--- src/rtl/atd_defines.svh ---
// Constants for the accumulator transfer decoder: opcodes, field slices, reset values.
// Assumes inclusion by bare name from the package and the design modules.
`ifndef ATD_DEFINES_SVH
`define ATD_DEFINES_SVH

// ==========================================
// Opcodes, 10-bit instruction words
`define ATD_OPC_W          10
`define ATD_OPC_PS_AB      10'h275
`define ATD_OPC_PTR_A      10'h051
`define ATD_OPC_IRQ_A      10'h253
`define ATD_OPC_WAKE_A     10'h256

// ==========================================
// Field slices and widths
`define ATD_ACC_W          4
`define ATD_PS_W           8
`define ATD_PTR_W          3
`define ATD_PS_HI          7:4
`define ATD_PS_LO          3:0
`define ATD_ACC_PTR        2:0
`define ATD_ACC_TOP        3

// ==========================================
// Reset values
`define ATD_ACC_RST        4'h0
`define ATD_B_RST          4'h0
`define ATD_BIT_CLR        1'b0

`endif

--- src/rtl/atd_pkg.sv ---
// Types shared by the accumulator transfer decoder modules.
// Assumes atd_defines.svh is on the include path.
`include "atd_defines.svh"

package atd_pkg;

  // ==========================================
  // Decoded transfer kinds
  typedef enum logic [2:0] {
    ATD_NONE                   = 3'b000,
    ATD_PRESCALER_TO_ACC_AND_B = 3'b001,
    ATD_POINTER_TO_ACC         = 3'b010,
    ATD_IRQ_CTRL_TO_ACC        = 3'b011,
    ATD_WAKEUP_CTRL_TO_ACC     = 3'b100
  } atd_op_t;

  // ==========================================
  // Source registers, read only here
  typedef struct packed {
    logic [`ATD_PS_W-1:0]  prescaler_count;
    logic [`ATD_PTR_W-1:0] data_pointer_reg;
    logic [`ATD_ACC_W-1:0] irq_control_reg;
    logic [`ATD_ACC_W-1:0] wakeup_control_reg;
  } atd_src_t;

  // Write request into A and B
  typedef struct packed {
    logic                  acc_we;
    logic [`ATD_ACC_W-1:0] acc_data;
    logic                  b_we;
    logic [`ATD_ACC_W-1:0] b_data;
  } atd_wr_t;

endpackage

--- src/rtl/atd_opdec.sv ---
// Opcode decoder for the four transfer instructions.
// Assumes a valid strobe from the core's fetch stage on the same clock.
`timescale 1ns/1ps
`include "atd_defines.svh"

module atd_opdec #(
  parameter int OPC_W = `ATD_OPC_W
) (
  input  wire logic             instr_valid,
  input  wire logic [OPC_W-1:0] instr_opcode,
  output atd_pkg::atd_op_t      op
);
  import atd_pkg::*;

  if (OPC_W != `ATD_OPC_W) begin : g_chk
    $error("atd_opdec: opcode width must be 10");
  end

  // ==========================================
  // Full-word match; any other word is not ours
  always_comb begin
    op = ATD_NONE;
    if (instr_valid) begin
      unique case (instr_opcode)
        `ATD_OPC_PS_AB:  op = ATD_PRESCALER_TO_ACC_AND_B;
        `ATD_OPC_PTR_A:  op = ATD_POINTER_TO_ACC;
        `ATD_OPC_IRQ_A:  op = ATD_IRQ_CTRL_TO_ACC;
        `ATD_OPC_WAKE_A: op = ATD_WAKEUP_CTRL_TO_ACC;
        default:         op = ATD_NONE;
      endcase
    end
  end

endmodule

--- src/rtl/atd_xfer_core.sv ---
// Accumulator transfer unit: decodes four one-word transfers and updates A and B.
// Assumes one instruction per cycle, sources and core writes on sys_clk.
//
// What this block does
// - Opcode 275h loads B with prescaler bits 7..4, A with 3..0, one cycle.
// - Opcode 051h loads A with pointer in bits 2..0, bit 3 cleared.
// - Opcode 253h copies interrupt control register into A in one cycle.
// - Opcode 256h copies key-on wakeup control register into A in one cycle.
`timescale 1ns/1ps
`include "atd_defines.svh"

module atd_xfer_core #(
  parameter int OPC_W = `ATD_OPC_W
) (
  input  wire logic                  sys_clk,
  input  wire logic                  srst,
  input  wire logic                  instr_valid,
  input  wire logic [OPC_W-1:0]      instr_opcode,
  input  wire atd_pkg::atd_src_t     src,
  input  wire atd_pkg::atd_wr_t      core_wr,
  output logic [`ATD_ACC_W-1:0]      acc_r,
  output logic [`ATD_ACC_W-1:0]      b_r,
  output logic                       xfer_done_r,
  output atd_pkg::atd_op_t           xfer_op_r
);
  import atd_pkg::*;

  if (OPC_W != `ATD_OPC_W) begin : g_chk
    $error("atd_xfer_core: opcode width must be 10");
  end

  // ==========================================
  // Decode
  atd_op_t op;
  atd_wr_t xfer_wr;
  atd_wr_t wr_nxt;

  atd_opdec #(
    .OPC_W        (OPC_W)
  ) u_dec (
    .instr_valid  (instr_valid),
    .instr_opcode (instr_opcode),
    .op           (op)
  );

  // ==========================================
  // Transfer data path; sources are only read
  always_comb begin
    xfer_wr = '0;
    unique case (op)
      ATD_PRESCALER_TO_ACC_AND_B: begin
        xfer_wr.b_we     = 1'b1;
        xfer_wr.b_data   = src.prescaler_count[`ATD_PS_HI];
        xfer_wr.acc_we   = 1'b1;
        xfer_wr.acc_data = src.prescaler_count[`ATD_PS_LO];
      end
      ATD_POINTER_TO_ACC: begin
        xfer_wr.acc_we                      = 1'b1;
        xfer_wr.acc_data[`ATD_ACC_PTR]      = src.data_pointer_reg;
        xfer_wr.acc_data[`ATD_ACC_TOP]      = `ATD_BIT_CLR;
      end
      ATD_IRQ_CTRL_TO_ACC: begin
        xfer_wr.acc_we   = 1'b1;
        xfer_wr.acc_data = src.irq_control_reg;
      end
      ATD_WAKEUP_CTRL_TO_ACC: begin
        xfer_wr.acc_we   = 1'b1;
        xfer_wr.acc_data = src.wakeup_control_reg;
      end
      ATD_NONE: begin
        xfer_wr = '0;
      end
    endcase
  end

  // Decoded transfer outranks a core write to the registers it writes; a core write to the other register still lands
  always_comb begin
    wr_nxt = core_wr;
    if (xfer_wr.acc_we) begin
      wr_nxt.acc_we   = 1'b1;
      wr_nxt.acc_data = xfer_wr.acc_data;
    end
    if (xfer_wr.b_we) begin
      wr_nxt.b_we   = 1'b1;
      wr_nxt.b_data = xfer_wr.b_data;
    end
  end

  // ==========================================
  // Accumulator
  always_ff @(posedge sys_clk) begin
    if (srst) begin
      acc_r <= `ATD_ACC_RST;
    end else if (wr_nxt.acc_we) begin
      acc_r <= wr_nxt.acc_data;
    end
  end

  // Register B, written by the prescaler read only among transfers
  always_ff @(posedge sys_clk) begin
    if (srst) begin
      b_r <= `ATD_B_RST;
    end else if (wr_nxt.b_we) begin
      b_r <= wr_nxt.b_data;
    end
  end

  // Completion flag, one cycle after issue; carry and skip never touched
  always_ff @(posedge sys_clk) begin
    if (srst) begin
      xfer_done_r <= 1'b0;
      xfer_op_r   <= ATD_NONE;
    end else begin
      xfer_done_r <= (op != ATD_NONE);
      xfer_op_r   <= op;
    end
  end
endmodule

--- config.mk ---
export PLATFORM = sky130hd
export DESIGN_NAME = atd_xfer_core
export DESIGN_NICKNAME = d
export VERILOG_FILES = /design/src/rtl/atd_pkg.sv /design/src/rtl/atd_opdec.sv /design/src/rtl/atd_xfer_core.sv
export VERILOG_INCLUDE_DIRS = /design/src /design/src/rtl
export SDC_FILE = /design/constraint.sdc
export NUM_CORES = 1
export LEC_CHECK = 0
export BUFFER_PORTS_ARGS = -buffer_cell sky130_fd_sc_hd__buf_2
export CORE_MARGIN = 2
export CORE_UTILIZATION = 45
export DETAILED_ROUTE_END_ITERATION = 12
export GPL_TIMING_DRIVEN = 0
export PLACE_DENSITY = 0.87
export SLEW_MARGIN = 40
export SYNTH_ARGS = -nofsm -noshare
export SYNTH_HDL_FRONTEND = slang
export SYNTH_SLANG_ARGS = --single-unit
--- constraint.sdc ---
create_clock -name sys_clk -period 5 [get_ports sys_clk]
set_input_delay 0.75 -clock sys_clk [delete_from_list [all_inputs] [get_ports sys_clk]]
set_output_delay 0.75 -clock sys_clk [all_outputs]
set_load 0.02 [all_outputs]
Word level (Yosys, flattened, before mapping)
Cells that the tools add are included.
{"block": "classes", "n_eq_ne": 8, "n_addsub": 0, "bitwise_logic": 0, "n_div": 0, "n_mul": 0, "magnitude_cmp": 0, "n_shift": 0, "reduce_logical": 2, "mux": 6}
{"cell": "$eq 10x10->1 const B", "n": 3}
{"cell": "$pmux 5 s5", "n": 1}
{"cell": "$mux 5", "n": 3}
{"cell": "$pmux 3 s4", "n": 1}
{"cell": "$eq 10x7->1 const B", "n": 1}
{"cell": "$eq 3x2->1 const B", "n": 2}
{"cell": "$eq 3x1->1 const B", "n": 1}
{"cell": "$eq 3x3->1 const B", "n": 1}
{"cell": "$logic_not 3->1", "n": 1}
{"cell": "$mux 3", "n": 1}
{"cell": "$reduce_bool 3->1", "n": 1}
{"block": "totals", "input_bits": 42, "ramBits": 0, "register_bits": 12, "mem_bits_ro": 0, "mem_count": 0, "out_inout_bits": 12, "word_cells": 20, "latch_bits": 0}

Logic depth before layout (Yosys ltp)
Gate-level depths: netlist (run 1).
{"block": "logic_depth", "ltp_word": 6, "depth_mapped": 7, "ltp_nobuf": 4}

Cells and area by module
Synthesis (run 1) repeated with hierarchy kept, for this count alone.
{"block": "unflattened", "hier_cells": 73, "hier_area_um2": 725.7}
{"module": "atd_xfer_core", "seq_area_each_um2": 240.2, "cells_per_inst": 62, "area_per_inst_um2": 631.9, "instances": 1}
{"module": "atd_opdec", "seq_area_each_um2": 0.0, "cells_per_inst": 11, "area_per_inst_um2": 93.8, "instances": 1}

Least setup slack after synthesis (run 1)
OpenSTA, ideal clock, no wires.
{"block": "synth_path", "path_kind": "input port to flip-flop", "start": "in instr_opcode[8]", "end": "reg acc_r[1]", "setup_time_ps": 130, "path_stages": 7, "required_ps": 4870, "path_buffers": 3, "t_arrival_ps": 2034, "path_slack_ps": 2836, "path_cell_list": "or3b_1 -> buf_2 -> or3_1 -> buf_2 -> buf_6 -> o2111ai_1 -> o211ai_1"}
{"block": "synth_between", "elab_chain_len": 6, "elab_cells_between_ends": 13, "classes_between": "eq/ne (8); mux (4); reduce/logical (1)"}
{"item": "start: declaration", "line_no": "atd_xfer_core.sv:18", "rtl": "input wire logic [OPC_W-1:0] instr_opcode,"}
{"item": "$eq 10x10->1 / $eq 10x7->1 (equally long branches)", "line_no": "atd_opdec.sv:24", "rtl": "unique case (instr_opcode)"}
{"item": "$pmux 3 s4 *", "line_no": "atd_opdec.sv:24"}
{"item": "$mux 3 *", "line_no": "atd_opdec.sv:23", "rtl": "if (instr_valid) begin"}
{"item": "$eq 3x3->1 (tied with other cells)", "line_no": "atd_xfer_core.sv:50", "rtl": "unique case (op)"}
{"item": "$pmux 5 s5 *", "line_no": "atd_xfer_core.sv:50"}
{"item": "$mux 5 *", "line_no": "atd_xfer_core.sv:79", "rtl": "if (xfer_wr.acc_we) begin"}
{"item": "end signal: assignment", "line_no": "atd_xfer_core.sv:93", "rtl": "acc_r <= `ATD_ACC_RST;"}
{"item": "end signal: assignment", "line_no": "atd_xfer_core.sv:95", "rtl": "acc_r <= wr_nxt.acc_data;"}
{"item": "end: declaration", "line_no": "atd_xfer_core.sv:21", "rtl": "output logic [`ATD_ACC_W-1:0] acc_r,"}
Every way passes the cells marked *; elsewhere a longest branch is shown, timed or not.
A chain may end at the register's enable or synchronous reset.

Worst setup path after layout (run 1)
Ends and elaborated chain as after synthesis.

==> metrics.md, run 1 <==
| Metric | Value |
|---|---|
| Final Wtd Congestion | 0.954 |
| Setup TNS | 0 ns |
| Share of layout cells above drive strength 1 | 0.473 |
| Number of hold buffers added after CTS | 0 |
| Flip-flop cell with the highest count after synthesis | sky130_fd_sc_hd__dfxtp_1 |
| Period utilisation layout | 0.429 |
| Number of different library cells in the post-synthesis netlist | 40 |
| Critical Path RT | 5.15 ns |
| Max Clock Skew | 0 ns |
| Starting utilization of the core area | 0.487 |
| # H-tree levels | 1 |
| Routed wl met2 | around 1200 um |
| Classification of the worst setup path | in -> reg |
| Cell taking the most area after synthesis | sky130_fd_sc_hd__dfxtp_1 |
| Number of flops mapped to enable cells by yosys | 0 |
| Biggest cell delay along the critical path | 0.36 ns |
| Total routed wire length on the met1 layer | 857 um |
| Normalized max-slew margin | 0.641 |
| Total number of vias | 994 |
| Count of endpoints failing setup in the final report | 0 |
| Detailed placement HPWL | 1870 um |
| Drt pass-1 iters | 4 |
| Startpoint type of the worst setup path | primary input |
| Worst vdd ir | ~0.00010 V |
| # rows | 15 |
| Clock Pin Slew Worst Setup and Hold Paths | 0.08 ns |
| Final routed DRC violation total | 0 |
| Status | complete, no violations |
| Async set-or-reset flop fraction in the synthesized netlist | 0 |
| Drt via density | 5.68 |
| Number of buffers inserted during clock tree synthesis | 3 |
| Minimum clock period after layout | 2.14 ns |
| Die area | 0.00228 sq mm |
| Largest net degree at the start of global routing | 11 |
| Synthesis-to-finish area growth | 36.4% |
| Number of DRC violations after detailed-routing iteration 0 | 23 |
| Total power after layout | 0.000231 W |
| Clock latency on the worst-skew pair | 0.26 ns |
| Worst path slowest cell | sky130_fd_sc_hd__or3b_1 |
| Post-detailed-routing wire length | 2290 um |
| Family with the most delay on the worst path | simple AND/OR/NAND/NOR gates |
| Highest achievable clock rate | 0.467 GHz |
| Cell repeated most along the worst path | sky130_fd_sc_hd__buf_2 |
| Commonest cells post-synth | sky130_fd_sc_hd__dfxtp_1, sky130_fd_sc_hd__nor2_1, sky130_fd_sc_hd__nor4_1, sky130_fd_sc_hd__nand2_1, sky130_fd_sc_hd__o2111ai_1 |
| Top Metal Used | met4 |
| Syn nets | 139 |
| Portion of synthesized cell area occupied by the leading cell type | 0.279 |
| Critical path peak fanout | 10 |
| Count of filler cells inserted in the layout | 170 |
| Post-cts sizing count | 0 |
| Number of antenna violations at the first check in global routing | 0 |
| Maxcap violations | 0 |
| Critical path buffer and inverter count | 4 |
| Unrepaired setup endpoints after global routing | false |
| Yosys reg bits | 12 |
| IO Count | 54 |
| CTS tree | yes |
| Path category of the worst min-delay check | reg -> reg |
| Post-CTS repair timing setup buffer count | 0 |
| Wire length of the first global-routing pass | between 3000 and 4000 um |
| Critical path endpoint category | flop |
| Height of the die | 47.7 um |
| Actual transition at the worst max-transition pin | about 0.53 ns |
| Floorplan Core Area | 0.00176 sq mm |
| Clock Sinks | 12 |
| Synth warn | 0 |
| Vias in the first global route | 872 |
| CTS root buffer | sky130_fd_sc_hd__clkbuf_4 |
| P_leak | approximately 0.51 nW |
| Buffers added on ports | 49 |
| Share of the yosys chip area belonging to registers | 0.279 |
| Clk buf depth | 2 |
| Crit path DAT | roughly 2.3 ns |
| # diodes | 0 |
| Post-synthesis cell count | 97 |
| Cell Area, Synth | 860 sq um |
| Final slew viol count | 0 |
| Mean instance size in the synthesized netlist | 8.86 sq um |
| Most common cell in the synthesized netlist | sky130_fd_sc_hd__dfxtp_1 |
| Final ANT Viol Nets | 0 |
| Power density over the cells | 197 mW/mm^2 |
| Die Span X | around 48 um |
| Aggregate global routing overflow | 0 |
| Number of hold violations in the final report | 0 |
| Gr usage total | 0.218 |
| Ordered cell list for the critical path | buf_2, or3b_1, buf_2, or3_1, buf_2, buf_6, o2111ai_1, o211ai_1 |
| Largest cells by area after synthesis | sky130_fd_sc_hd__dfxtp_1, sky130_fd_sc_hd__a211oi_2, sky130_fd_sc_hd__mux2_2, sky130_fd_sc_hd__nor4_1, sky130_fd_sc_hd__o2111ai_1 |
| Final Core Density | 0.665 |
| Total Nets Final | 193 |
| Routed met3 length | 203 um |
| DR WL/cell | 13.1 um |
==> power breakdown <==
part           leakage [nW]  switching [W]  internal [W]
logic                 0.391      0.0000286     0.0000266
registers            0.0983     0.00000153     0.0000994
clock network        0.0210      0.0000304     0.0000441
total                 0.511      0.0000605      0.000170
==> logic make-up after synthesis <==
group,share of synthesized area
multiplexers,0.0990
buffers and inverters,0.0699
AND/OR/NAND/NOR,0.323
AO/OA/AOI/OAI,0.208
XOR/XNOR,0.0204
flip-flops,0.279
==> layout make-up <==
class                           instances  area, sq um  area share
Clock buffer                            4         36.3      0.0309
Tap cell                               25         31.3      0.0267
Sequential cell                        12          240       0.205
Buffer                                  9         48.8      0.0416
Timing Repair Buffer                   49          245       0.209
Inverter                                3         11.3     0.00961
Multi-Input combinational cell         73          559       0.477
==> cell usage in the layout (no fill, tap or decap), types with 2 or more instances in the layout <==
cell type,n
sky130_fd_sc_hd__buf_2,52
sky130_fd_sc_hd__dfxtp_1,12
sky130_fd_sc_hd__nor2_1,7
sky130_fd_sc_hd__nor4_1,7
sky130_fd_sc_hd__nand2_1,5
sky130_fd_sc_hd__o2111ai_1,5
sky130_fd_sc_hd__mux2i_1,4
sky130_fd_sc_hd__a211oi_2,4
sky130_fd_sc_hd__mux2_2,4
sky130_fd_sc_hd__clkbuf_1,3
sky130_fd_sc_hd__nand4b_1,3
sky130_fd_sc_hd__inv_1,3
sky130_fd_sc_hd__nor3_1,3
sky130_fd_sc_hd__clkbuf_4,3
sky130_fd_sc_hd__or3_1,2
sky130_fd_sc_hd__a21oi_1,2
sky130_fd_sc_hd__o22ai_1,2
sky130_fd_sc_hd__nand3_1,2
sky130_fd_sc_hd__a221oi_1,2
sky130_fd_sc_hd__or4bb_1,2
sky130_fd_sc_hd__o211ai_1,2
==> sequential cells by signal (all words and copies together), names as in the netlist <==
register,flops
acc_r,4
b_r,4
xfer_op_r,3
xfer_done_r,1
==> stage by stage <==
stage	hold slack (ns)	setup slack [ns]	area (sq um)	cells
after floorplan	0.654	2.84	860	97
after global placement	0.566	2.62	1140	171
after detailed placement	0.575	2.57	1140	171
after CTS	0.586	2.86	1170	175
after global routing	0.620	2.80	1170	175
final	0.581	2.86	1170	175
==> routing by layer <==
layer	global-route usage	vias to the layer above
li1	-	487
met1	0.234	441
met2	0.416	62
met3	0.0377	4
met4	0.0865	0
met5	0	-
==> path summary, 6_finish.rpt <==
kind | startpoint | to | slack, ns | cells after the start
setup reg to reg | acc_r[1] | acc_r[1] | 4.07 | 3
hold / removal | b_r[2] | b_r[2] | 0.58 | 2
setup / recovery | instr_opcode[8] | acc_r[1] | 2.86 | 8
hold reg to reg | b_r[2] | b_r[2] | 0.58 | 2
==> worst min-delay path, stage by stage (launching register included) <==
cell,delay (ns)
sky130_fd_sc_hd__dfxtp_1,0.31
sky130_fd_sc_hd__mux2i_1,0.14
sky130_fd_sc_hd__a211oi_2,0.08
Power figures use the tool's default switching activity.
==> run 2, diff against run 1 <==
ABC_AREA = 1   (was default)
CORE_UTILIZATION = 41   (was 45)
PLACE_DENSITY = 0.81   (was 0.87)
clock period = 2.1 ns   (was 5 ns; I/O delays follow)
==> metrics.md, run 2 <==
| Metric | Value |
|---|---|
| Status | complete, no violations (unchanged) |
| Async set-or-reset flop fraction in the synthesized netlist | 0 (unchanged) |
| Highest achievable clock rate | 0.742 GHz |
| Registers with the highest flip-flop counts | acc_r (4), b_r (4), xfer_op_r (3) (unchanged) |
| Commonest cells post-synth | sky130_fd_sc_hd__nand2_1, sky130_fd_sc_hd__dfxtp_1, sky130_fd_sc_hd__nor2_1, sky130_fd_sc_hd__inv_1, sky130_fd_sc_hd__nand3_1 (was sky130_fd_sc_hd__dfxtp_1, sky130_fd_sc_hd__nor2_1, sky130_fd_sc_hd__nor4_1, sky130_fd_sc_hd__nand2_1, sky130_fd_sc_hd__o2111ai_1) |
| Startpoint of the lowest-slack hold path | srst (was b_r[2]) |
| Portion of synthesized cell area occupied by the leading cell type | 0.292 (was 0.279) |
| Number of antenna violations at the first check in global routing | 0 (unchanged) |
| Cell taking the most area after synthesis | sky130_fd_sc_hd__dfxtp_1 (unchanged) |
| Count of filler cells inserted in the layout | 184 (was 170) |
| DR WL/cell | 10.4 um (was 13.1 um) |
| Maxcap violations | 0 (unchanged) |
| Final Core Density | 0.592 (was 0.665) |
| Final ANT Viol Nets | 0 (unchanged) |
| Clock latency on the worst-skew pair | 0.27 ns (was 0.26 ns) |
| Final Wtd Congestion | 0.736 (was 0.954) |
| Reg-to-reg startpoint | acc_r[2] (was acc_r[1]) |
| Total number of vias | 946 (was 994) |
| Critical Path RT | 2.24 ns (was 5.15 ns) |
| Flip-flop cell with the highest count after synthesis | sky130_fd_sc_hd__dfxtp_1 (unchanged) |
| Number of flops mapped to enable cells by yosys | 0 (unchanged) |
| Setup TNS | 0 ns (unchanged) |
| Area of placed instances | 0.00112 sq mm (was 0.00114 sq mm) |
| Clock Pin Slew Worst Setup and Hold Paths | 0.07 ns (was 0.08 ns) |
| Minimum clock period after layout | ~1.3 ns |
| Startpoint type of the worst setup path | primary input (unchanged) |
| Classification of the worst setup path | in -> reg (unchanged) |
| Crit path DAT | 1.49 ns (was 2.29 ns) |
| Share of the yosys chip area belonging to registers | 0.292 (was 0.279) |
| Max Clock Skew | 0 ns (unchanged) |
| Die Span X | 48.8 um (was 47.7 um) |
| Yosys reg bits | 12 (unchanged) |
| Largest cells by area after synthesis | sky130_fd_sc_hd__dfxtp_1, sky130_fd_sc_hd__nand2_1, sky130_fd_sc_hd__nand3_1, sky130_fd_sc_hd__mux2_2, sky130_fd_sc_hd__nand2_4 (was sky130_fd_sc_hd__dfxtp_1, sky130_fd_sc_hd__a211oi_2, sky130_fd_sc_hd__mux2_2, sky130_fd_sc_hd__nor4_1, sky130_fd_sc_hd__o2111ai_1) |
| Worst vdd ir | 0.000191 V (was 0.000101 V) |
| Vias in the first global route | 866 (was 872) |
| Placement-stage worst setup slack | 0.458 ns (was 2.57 ns) |
| Final slew viol count | 0 (unchanged) |
| Actual transition at the worst max-transition pin | 0.413 ns (was 0.534 ns) |
| Total Nets Final | 212 (was 193) |
| Seq. cell area | 240 sq um (unchanged) |
| Critical path peak fanout | 10 (unchanged) |
| Count of endpoints failing setup in the final report | 0 (unchanged) |
| Most frequent cells in the layout | sky130_fd_sc_hd__buf_2, sky130_fd_sc_hd__nand2_1, sky130_fd_sc_hd__nor2_1, sky130_fd_sc_hd__dfxtp_1, sky130_fd_sc_hd__inv_1 (was sky130_fd_sc_hd__buf_2, sky130_fd_sc_hd__dfxtp_1, sky130_fd_sc_hd__nor2_1, sky130_fd_sc_hd__nor4_1) |
| Number of buffers inserted during clock tree synthesis | 3 (unchanged) |
| Share of layout cells above drive strength 1 | 0.452 (was 0.473) |
| Starting utilization of the core area | 0.428 (was 0.487) |
| Post-CTS repair timing setup buffer count | 0 (unchanged) |
| Layout Cell Area excl Fill | 0.00114 sq mm (was 0.00117 sq mm) |
| Normalized max-slew margin | 0.725 (was 0.641) |
| Floorplan Core Area | 0.00192 sq mm (was 0.00176 sq mm) |
| Start point of the critical path | instr_opcode[5] (was instr_opcode[8]) |
| Most common cell in the synthesized netlist | sky130_fd_sc_hd__nand2_1 (was sky130_fd_sc_hd__dfxtp_1) |
| CTS root buffer | sky130_fd_sc_hd__clkbuf_4 (unchanged) |
| Buffers added on ports | 52 (was 49) |
| Final routed DRC violation total | 0 (unchanged) |
| Post-cts sizing count | 0 (unchanged) |
| Setup WS post-layout | 0.752 ns (was 2.86 ns) |
| Critical path endpoint category | flop (unchanged) |
| Combined area of the multi-input logic cells | 508 sq um (was 559 sq um) |
| Cell Area, Synth | 822 sq um (was 860 sq um) |
| Drt pass-1 iters | 4 (unchanged) |
| Number of DRC violations after detailed-routing iteration 0 | 7 (was 23) |
| Clock Sinks | 12 (unchanged) |
| Number of hold buffers added after CTS | 0 (unchanged) |
| Syn nets | 155 (was 139) |
| Detailed placement HPWL | 1720 um (was 1870 um) |
| P_leak | 0.637 nW (was 0.511 nW) |
| Number of different library cells in the post-synthesis netlist | 25 (was 40) |
| # H-tree levels | 1 (unchanged) |
| Path category of the worst min-delay check | in -> reg (was reg -> reg) |
| # diodes | 0 (unchanged) |
| Number of hold violations in the final report | 0 (unchanged) |
| Height of the die | 48.8 um (was 47.7 um) |
| Synth warn | 0 (unchanged) |
| Largest net degree at the start of global routing | 11 (unchanged) |
| Aggregate global routing overflow | 0 (unchanged) |
| Wire length of the first global-routing pass | 3400 um (was 3510 um) |
| # rows | 16 (was 15) |
| Unrepaired setup endpoints after global routing | false (unchanged) |
| Drt via density | 4.85 (was 5.68) |
| Post-synthesis cell count | 113 (was 97) |
| Post-detailed-routing wire length | 2030 um (was 2290 um) |
| Die area | 0.00238 sq mm (was 0.00228 sq mm) |
| Most common cell after layout, fill and taps aside | sky130_fd_sc_hd__buf_2 (unchanged) |
| CTS tree | yes (unchanged) |
| Clk buf depth | 2 (unchanged) |
| Gr usage total | 0.177 (was 0.218) |
| IO Count | 54 (unchanged) |
| Total power after layout | 0.000489 W (was 0.000231 W) |
| Power density over the cells | 429 mW/mm^2 (was 197 mW/mm^2) |
| Period utilisation layout | 0.642 |
| Synthesis-to-finish area growth | 38.5% (was 36.4%) |
| Mean instance size in the synthesized netlist | 7.27 sq um (was 8.86 sq um) |
## run 2: stage by stage
step                      hold slack, ns  instances
after CTS                          0.228        195
after floorplan                    0.393        113
after global routing               0.227        195
after detailed placement           0.513        192
final                              0.226        195
after global placement             0.511        192
## run 2: worst max-delay path, stage by stage
cell and delay [ns]:
sky130_fd_sc_hd__buf_2 0.11, sky130_fd_sc_hd__inv_1 0.05, sky130_fd_sc_hd__nand2_1 0.08, sky130_fd_sc_hd__nor2_4 0.15, sky130_fd_sc_hd__nand3_2 0.10, sky130_fd_sc_hd__nand2_4 0.10
sky130_fd_sc_hd__nand2_4 0.08, sky130_fd_sc_hd__inv_4 0.08, sky130_fd_sc_hd__nand2_4 0.08, sky130_fd_sc_hd__or2_0 0.21, sky130_fd_sc_hd__nand3_1 0.07, sky130_fd_sc_hd__a21oi_1 0.06
## run 2: logic make-up after synthesis
kind of cell	after synthesis	share of synthesized area
flops	12	0.292
compound gates	11	0.0883
buf+inv	19	0.0898
mux	8	0.103
simple gates	63	0.426
## run 2: layer usage
layer | GRT usage | part of all wire
met3 | 0.0276 | 0.084
met5 | 0 | 0
met4 | 0.0952 | 0.018
met2 | 0.304 | 0.47
met1 | 0.211 | 0.42
## run 2: where the power goes
part	leakage, nW	internal (W)	switching, W
Clock	0.0138	0.0000664	0.0000722
Sequential	0.0983	0.000237	0.00000384
Combinational	0.525	0.0000538	0.0000560
Total	0.637	0.000357	0.000132
## run 2: area by class of cell
cell class              count  area share
multi-input cells          82       0.446
plain buffers               2     0.00659
repair buffers             52       0.229
flip-flops and latches     12       0.211
well taps                  27      0.0297
clock buffers               3      0.0198
inverters                  17      0.0582
## run 2: final timing paths
| check | to | slack, ns | cells after the start |
|---|---|---|---|
| max | acc_r[3] | 0.75 | 12 |
| min | b_r[2] | 0.23 | 2 |
| max reg2reg | acc_r[2] | 1.28 | 3 |
| min reg2reg | b_r[3] | 0.56 | 2 |
==> run 3, diff against run 2 <==
clock period = 1.25 ns   (was 2.1 ns; I/O delays follow)
==> metrics.md, run 3 (synthesized netlist as in run 2, its figures left out) <==
| Metric | Value |
|---|---|
| # H-tree levels | 1 (unchanged) |
| Aggregate global routing overflow | 0 (unchanged) |
| IO Count | 54 (unchanged) |
| Buffers added on ports | 52 (unchanged) |
| Total number of vias | 957 (was 946) |
| Largest net degree at the start of global routing | 11 (unchanged) |
| Path category of the worst min-delay check | in -> reg (unchanged) |
| Number of hold violations in the final report | 0 (unchanged) |
| Starting utilization of the core area | 0.428 (unchanged) |
| Clock latency on the worst-skew pair | 0.27 ns (about the same) |
| Highest achievable clock rate | ~0.80 GHz |
| Critical path endpoint category | flop (unchanged) |
| Dpl cells | 192 (unchanged) |
| # rows | 16 (unchanged) |
| Number of buffers inserted during clock tree synthesis | 3 (unchanged) |
| CTS root buffer | sky130_fd_sc_hd__clkbuf_4 (unchanged) |
| Die Span X | 48.8 um (unchanged) |
| Max Clock Skew | 0 ns (unchanged) |
| Startpoint type of the worst setup path | primary input (unchanged) |
| Final Core Density | 0.648 (was 0.592) |
| Minimum clock period after layout | 1.24 ns |
| # diodes | 0 (unchanged) |
| Normalized max-slew margin | 0.717 (was 0.725) |
| Final routed DRC violation total | 0 (unchanged) |
| Ordered cell list for the critical path | buf_2, inv_1, nand2_2, nor2_2, nand3_2, nand2_4, nand2_8, inv_8, nand2_8, or2_0, nand3_1, a21oi_1 (was buf_2, inv_1, nand2_1, nor2_4, nand3_2, nand2_4, nand2_4, inv_4, nand2_4, or2_0, nand3_1, a21oi_1) |
| Final ANT Viol Nets | 0 (unchanged) |
| Worst path slowest cell | sky130_fd_sc_hd__or2_0 (unchanged) |
| Detailed placement HPWL | 1790 um (was 1720 um) |
| Maxcap violations | 0 (unchanged) |
| Critical path peak fanout | 6 (was 10) |
| DR WL/cell | 11.5 um (was 10.4 um) |
| Most common cell after layout, fill and taps aside | sky130_fd_sc_hd__buf_2 (unchanged) |
| Clock Pin Slew Worst Setup and Hold Paths | 0.07 ns (about the same) |
| Critical Path RT | 1.39 ns (was 2.24 ns) |
| Wire length of the first global-routing pass | 3510 um (was 3400 um) |
| Synthesis-to-finish area growth | 51.6% (was 38.5%) |
| Count of endpoints failing setup in the final report | 0 (unchanged) |
| Post-detailed-routing wire length | 2310 um (was 2030 um) |
| Clk buf depth | 2 (unchanged) |
| Period utilisation layout | 0.995 |
| P_leak | 0.668 nW (was 0.637 nW) |
| Height of the die | 48.8 um (unchanged) |
| Total Nets Final | 218 (was 212) |
| Worst vdd ir | 0.000336 V (was 0.000191 V) |
| Biggest cell delay along the critical path | 0.22 ns (was 0.21 ns) |
| Die area | 0.00238 sq mm (unchanged) |
| Cell repeated most along the worst path | sky130_fd_sc_hd__nand2_8 (was sky130_fd_sc_hd__nand2_4) |
| Cell Count, Final, Fillers Out | 201 (was 195) |
| Count of filler cells inserted in the layout | 190 (was 184) |
| Clock Sinks | 12 (unchanged) |
| Crit path DAT | 1.39 ns (was 1.49 ns) |
| Actual transition at the worst max-transition pin | 0.425 ns (was 0.413 ns) |
| Floorplan Core Area | 0.00192 sq mm (unchanged) |
| Drt via density | 4.76 (was 4.85) |
| Power density over the cells | 668 mW/mm^2 (was 429 mW/mm^2) |
| Most frequent cells in the layout | sky130_fd_sc_hd__buf_2, sky130_fd_sc_hd__nand2_1, sky130_fd_sc_hd__dfxtp_1, sky130_fd_sc_hd__nor2_1 (was sky130_fd_sc_hd__buf_2, sky130_fd_sc_hd__nand2_1, sky130_fd_sc_hd__nor2_1, sky130_fd_sc_hd__dfxtp_1, sky130_fd_sc_hd__inv_1) |
| Final slew viol count | 0 (unchanged) |
| CTS tree | yes (unchanged) |
| Gr usage total | 0.186 (was 0.177) |
| Family with the most delay on the worst path | simple AND/OR/NAND/NOR gates (unchanged) |
| Registers with the highest flip-flop counts | acc_r (4), b_r (4), xfer_op_r (3) (unchanged) |
| Classification of the worst setup path | in -> reg (unchanged) |
| Status | complete, no violations (unchanged) |
| Critical path buffer and inverter count | 3 (unchanged) |
| Number of DRC violations after detailed-routing iteration 0 | 19 (was 7) |
| Vias in the first global route | 894 (was 866) |
| Final Wtd Congestion | 0.698 (was 0.736) |
| Number of antenna violations at the first check in global routing | 0 (unchanged) |
| Setup TNS | 0 ns (unchanged) |
| Drt pass-1 iters | 4 (unchanged) |
| Share of layout cells above drive strength 1 | 0.506 (was 0.452) |
## run 3: cell type report
type | count | area (sq um) | share of cell area
inverters | 17 | 73.8 | 0.0592
flip-flops and latches | 12 | 240 | 0.193
well taps | 27 | 33.8 | 0.0271
plain buffers | 2 | 7.51 | 0.00602
repair buffers | 58 | 330 | 0.265
multi-input cells | 82 | 538 | 0.432
clock buffers | 3 | 22.5 | 0.0181
## run 3: repair_timing
item	in CTS	in global routing
gates resized for setup	0	13
hold buffers	0	0
setup buffers	0	6
hold endpoints to repair	0	0
endpoints found under the setup margin	0	5
## run 3: metal layers
metal  routed length, um  global-route usage  share of wire  up-vias
met3                 119              0.0276          0.051        2
met1                 985               0.208           0.43      417
li1                    -                   -              -      497
met4                  15               0.110         0.0065        0
met2                1190               0.333           0.52       41
met5                   0                   0              0        -
## run 3: final timing paths
kind	start	end	slack, ns	cells after the start
setup / recovery	instr_opcode[8]	acc_r[3]	0.006	12
hold / removal	srst	b_r[2]	0.10	2
setup reg to reg	acc_r[2]	acc_r[2]	0.43	3
hold reg to reg	b_r[2]	b_r[2]	0.57	2
## run 3: worst register-to-register path, stage by stage, from the launching register on
cell and delay, ns:
sky130_fd_sc_hd__dfxtp_1 0.31, sky130_fd_sc_hd__mux2_2 0.26, sky130_fd_sc_hd__nand2_1 0.07, sky130_fd_sc_hd__a21oi_1 0.06
## run 3: power by group
part | total (W) | switching [W] | internal [W]
clock network | 0.000226 | 0.000115 | 0.000111
registers | 0.000404 | 0.00000635 | 0.000398
logic | 0.000203 | 0.000103 | 0.0000998
## run 3: stage by stage
step	power, W	setup slack, ns	hold slack (ns)	cell area [sq um]
6_report	0.000833	0.00607	0.101	1250
5_1_grt	0.000879	-0.0706	0.0964	1250
4_1_cts	0.000824	0.00262	0.0962	1140
3_5_place_dp	0.000598	-0.281	0.383	1120
3_3_place_gp	0.000590	-0.232	0.381	1120
2_1_floorplan	0.000500	-0.0367	0.266	822
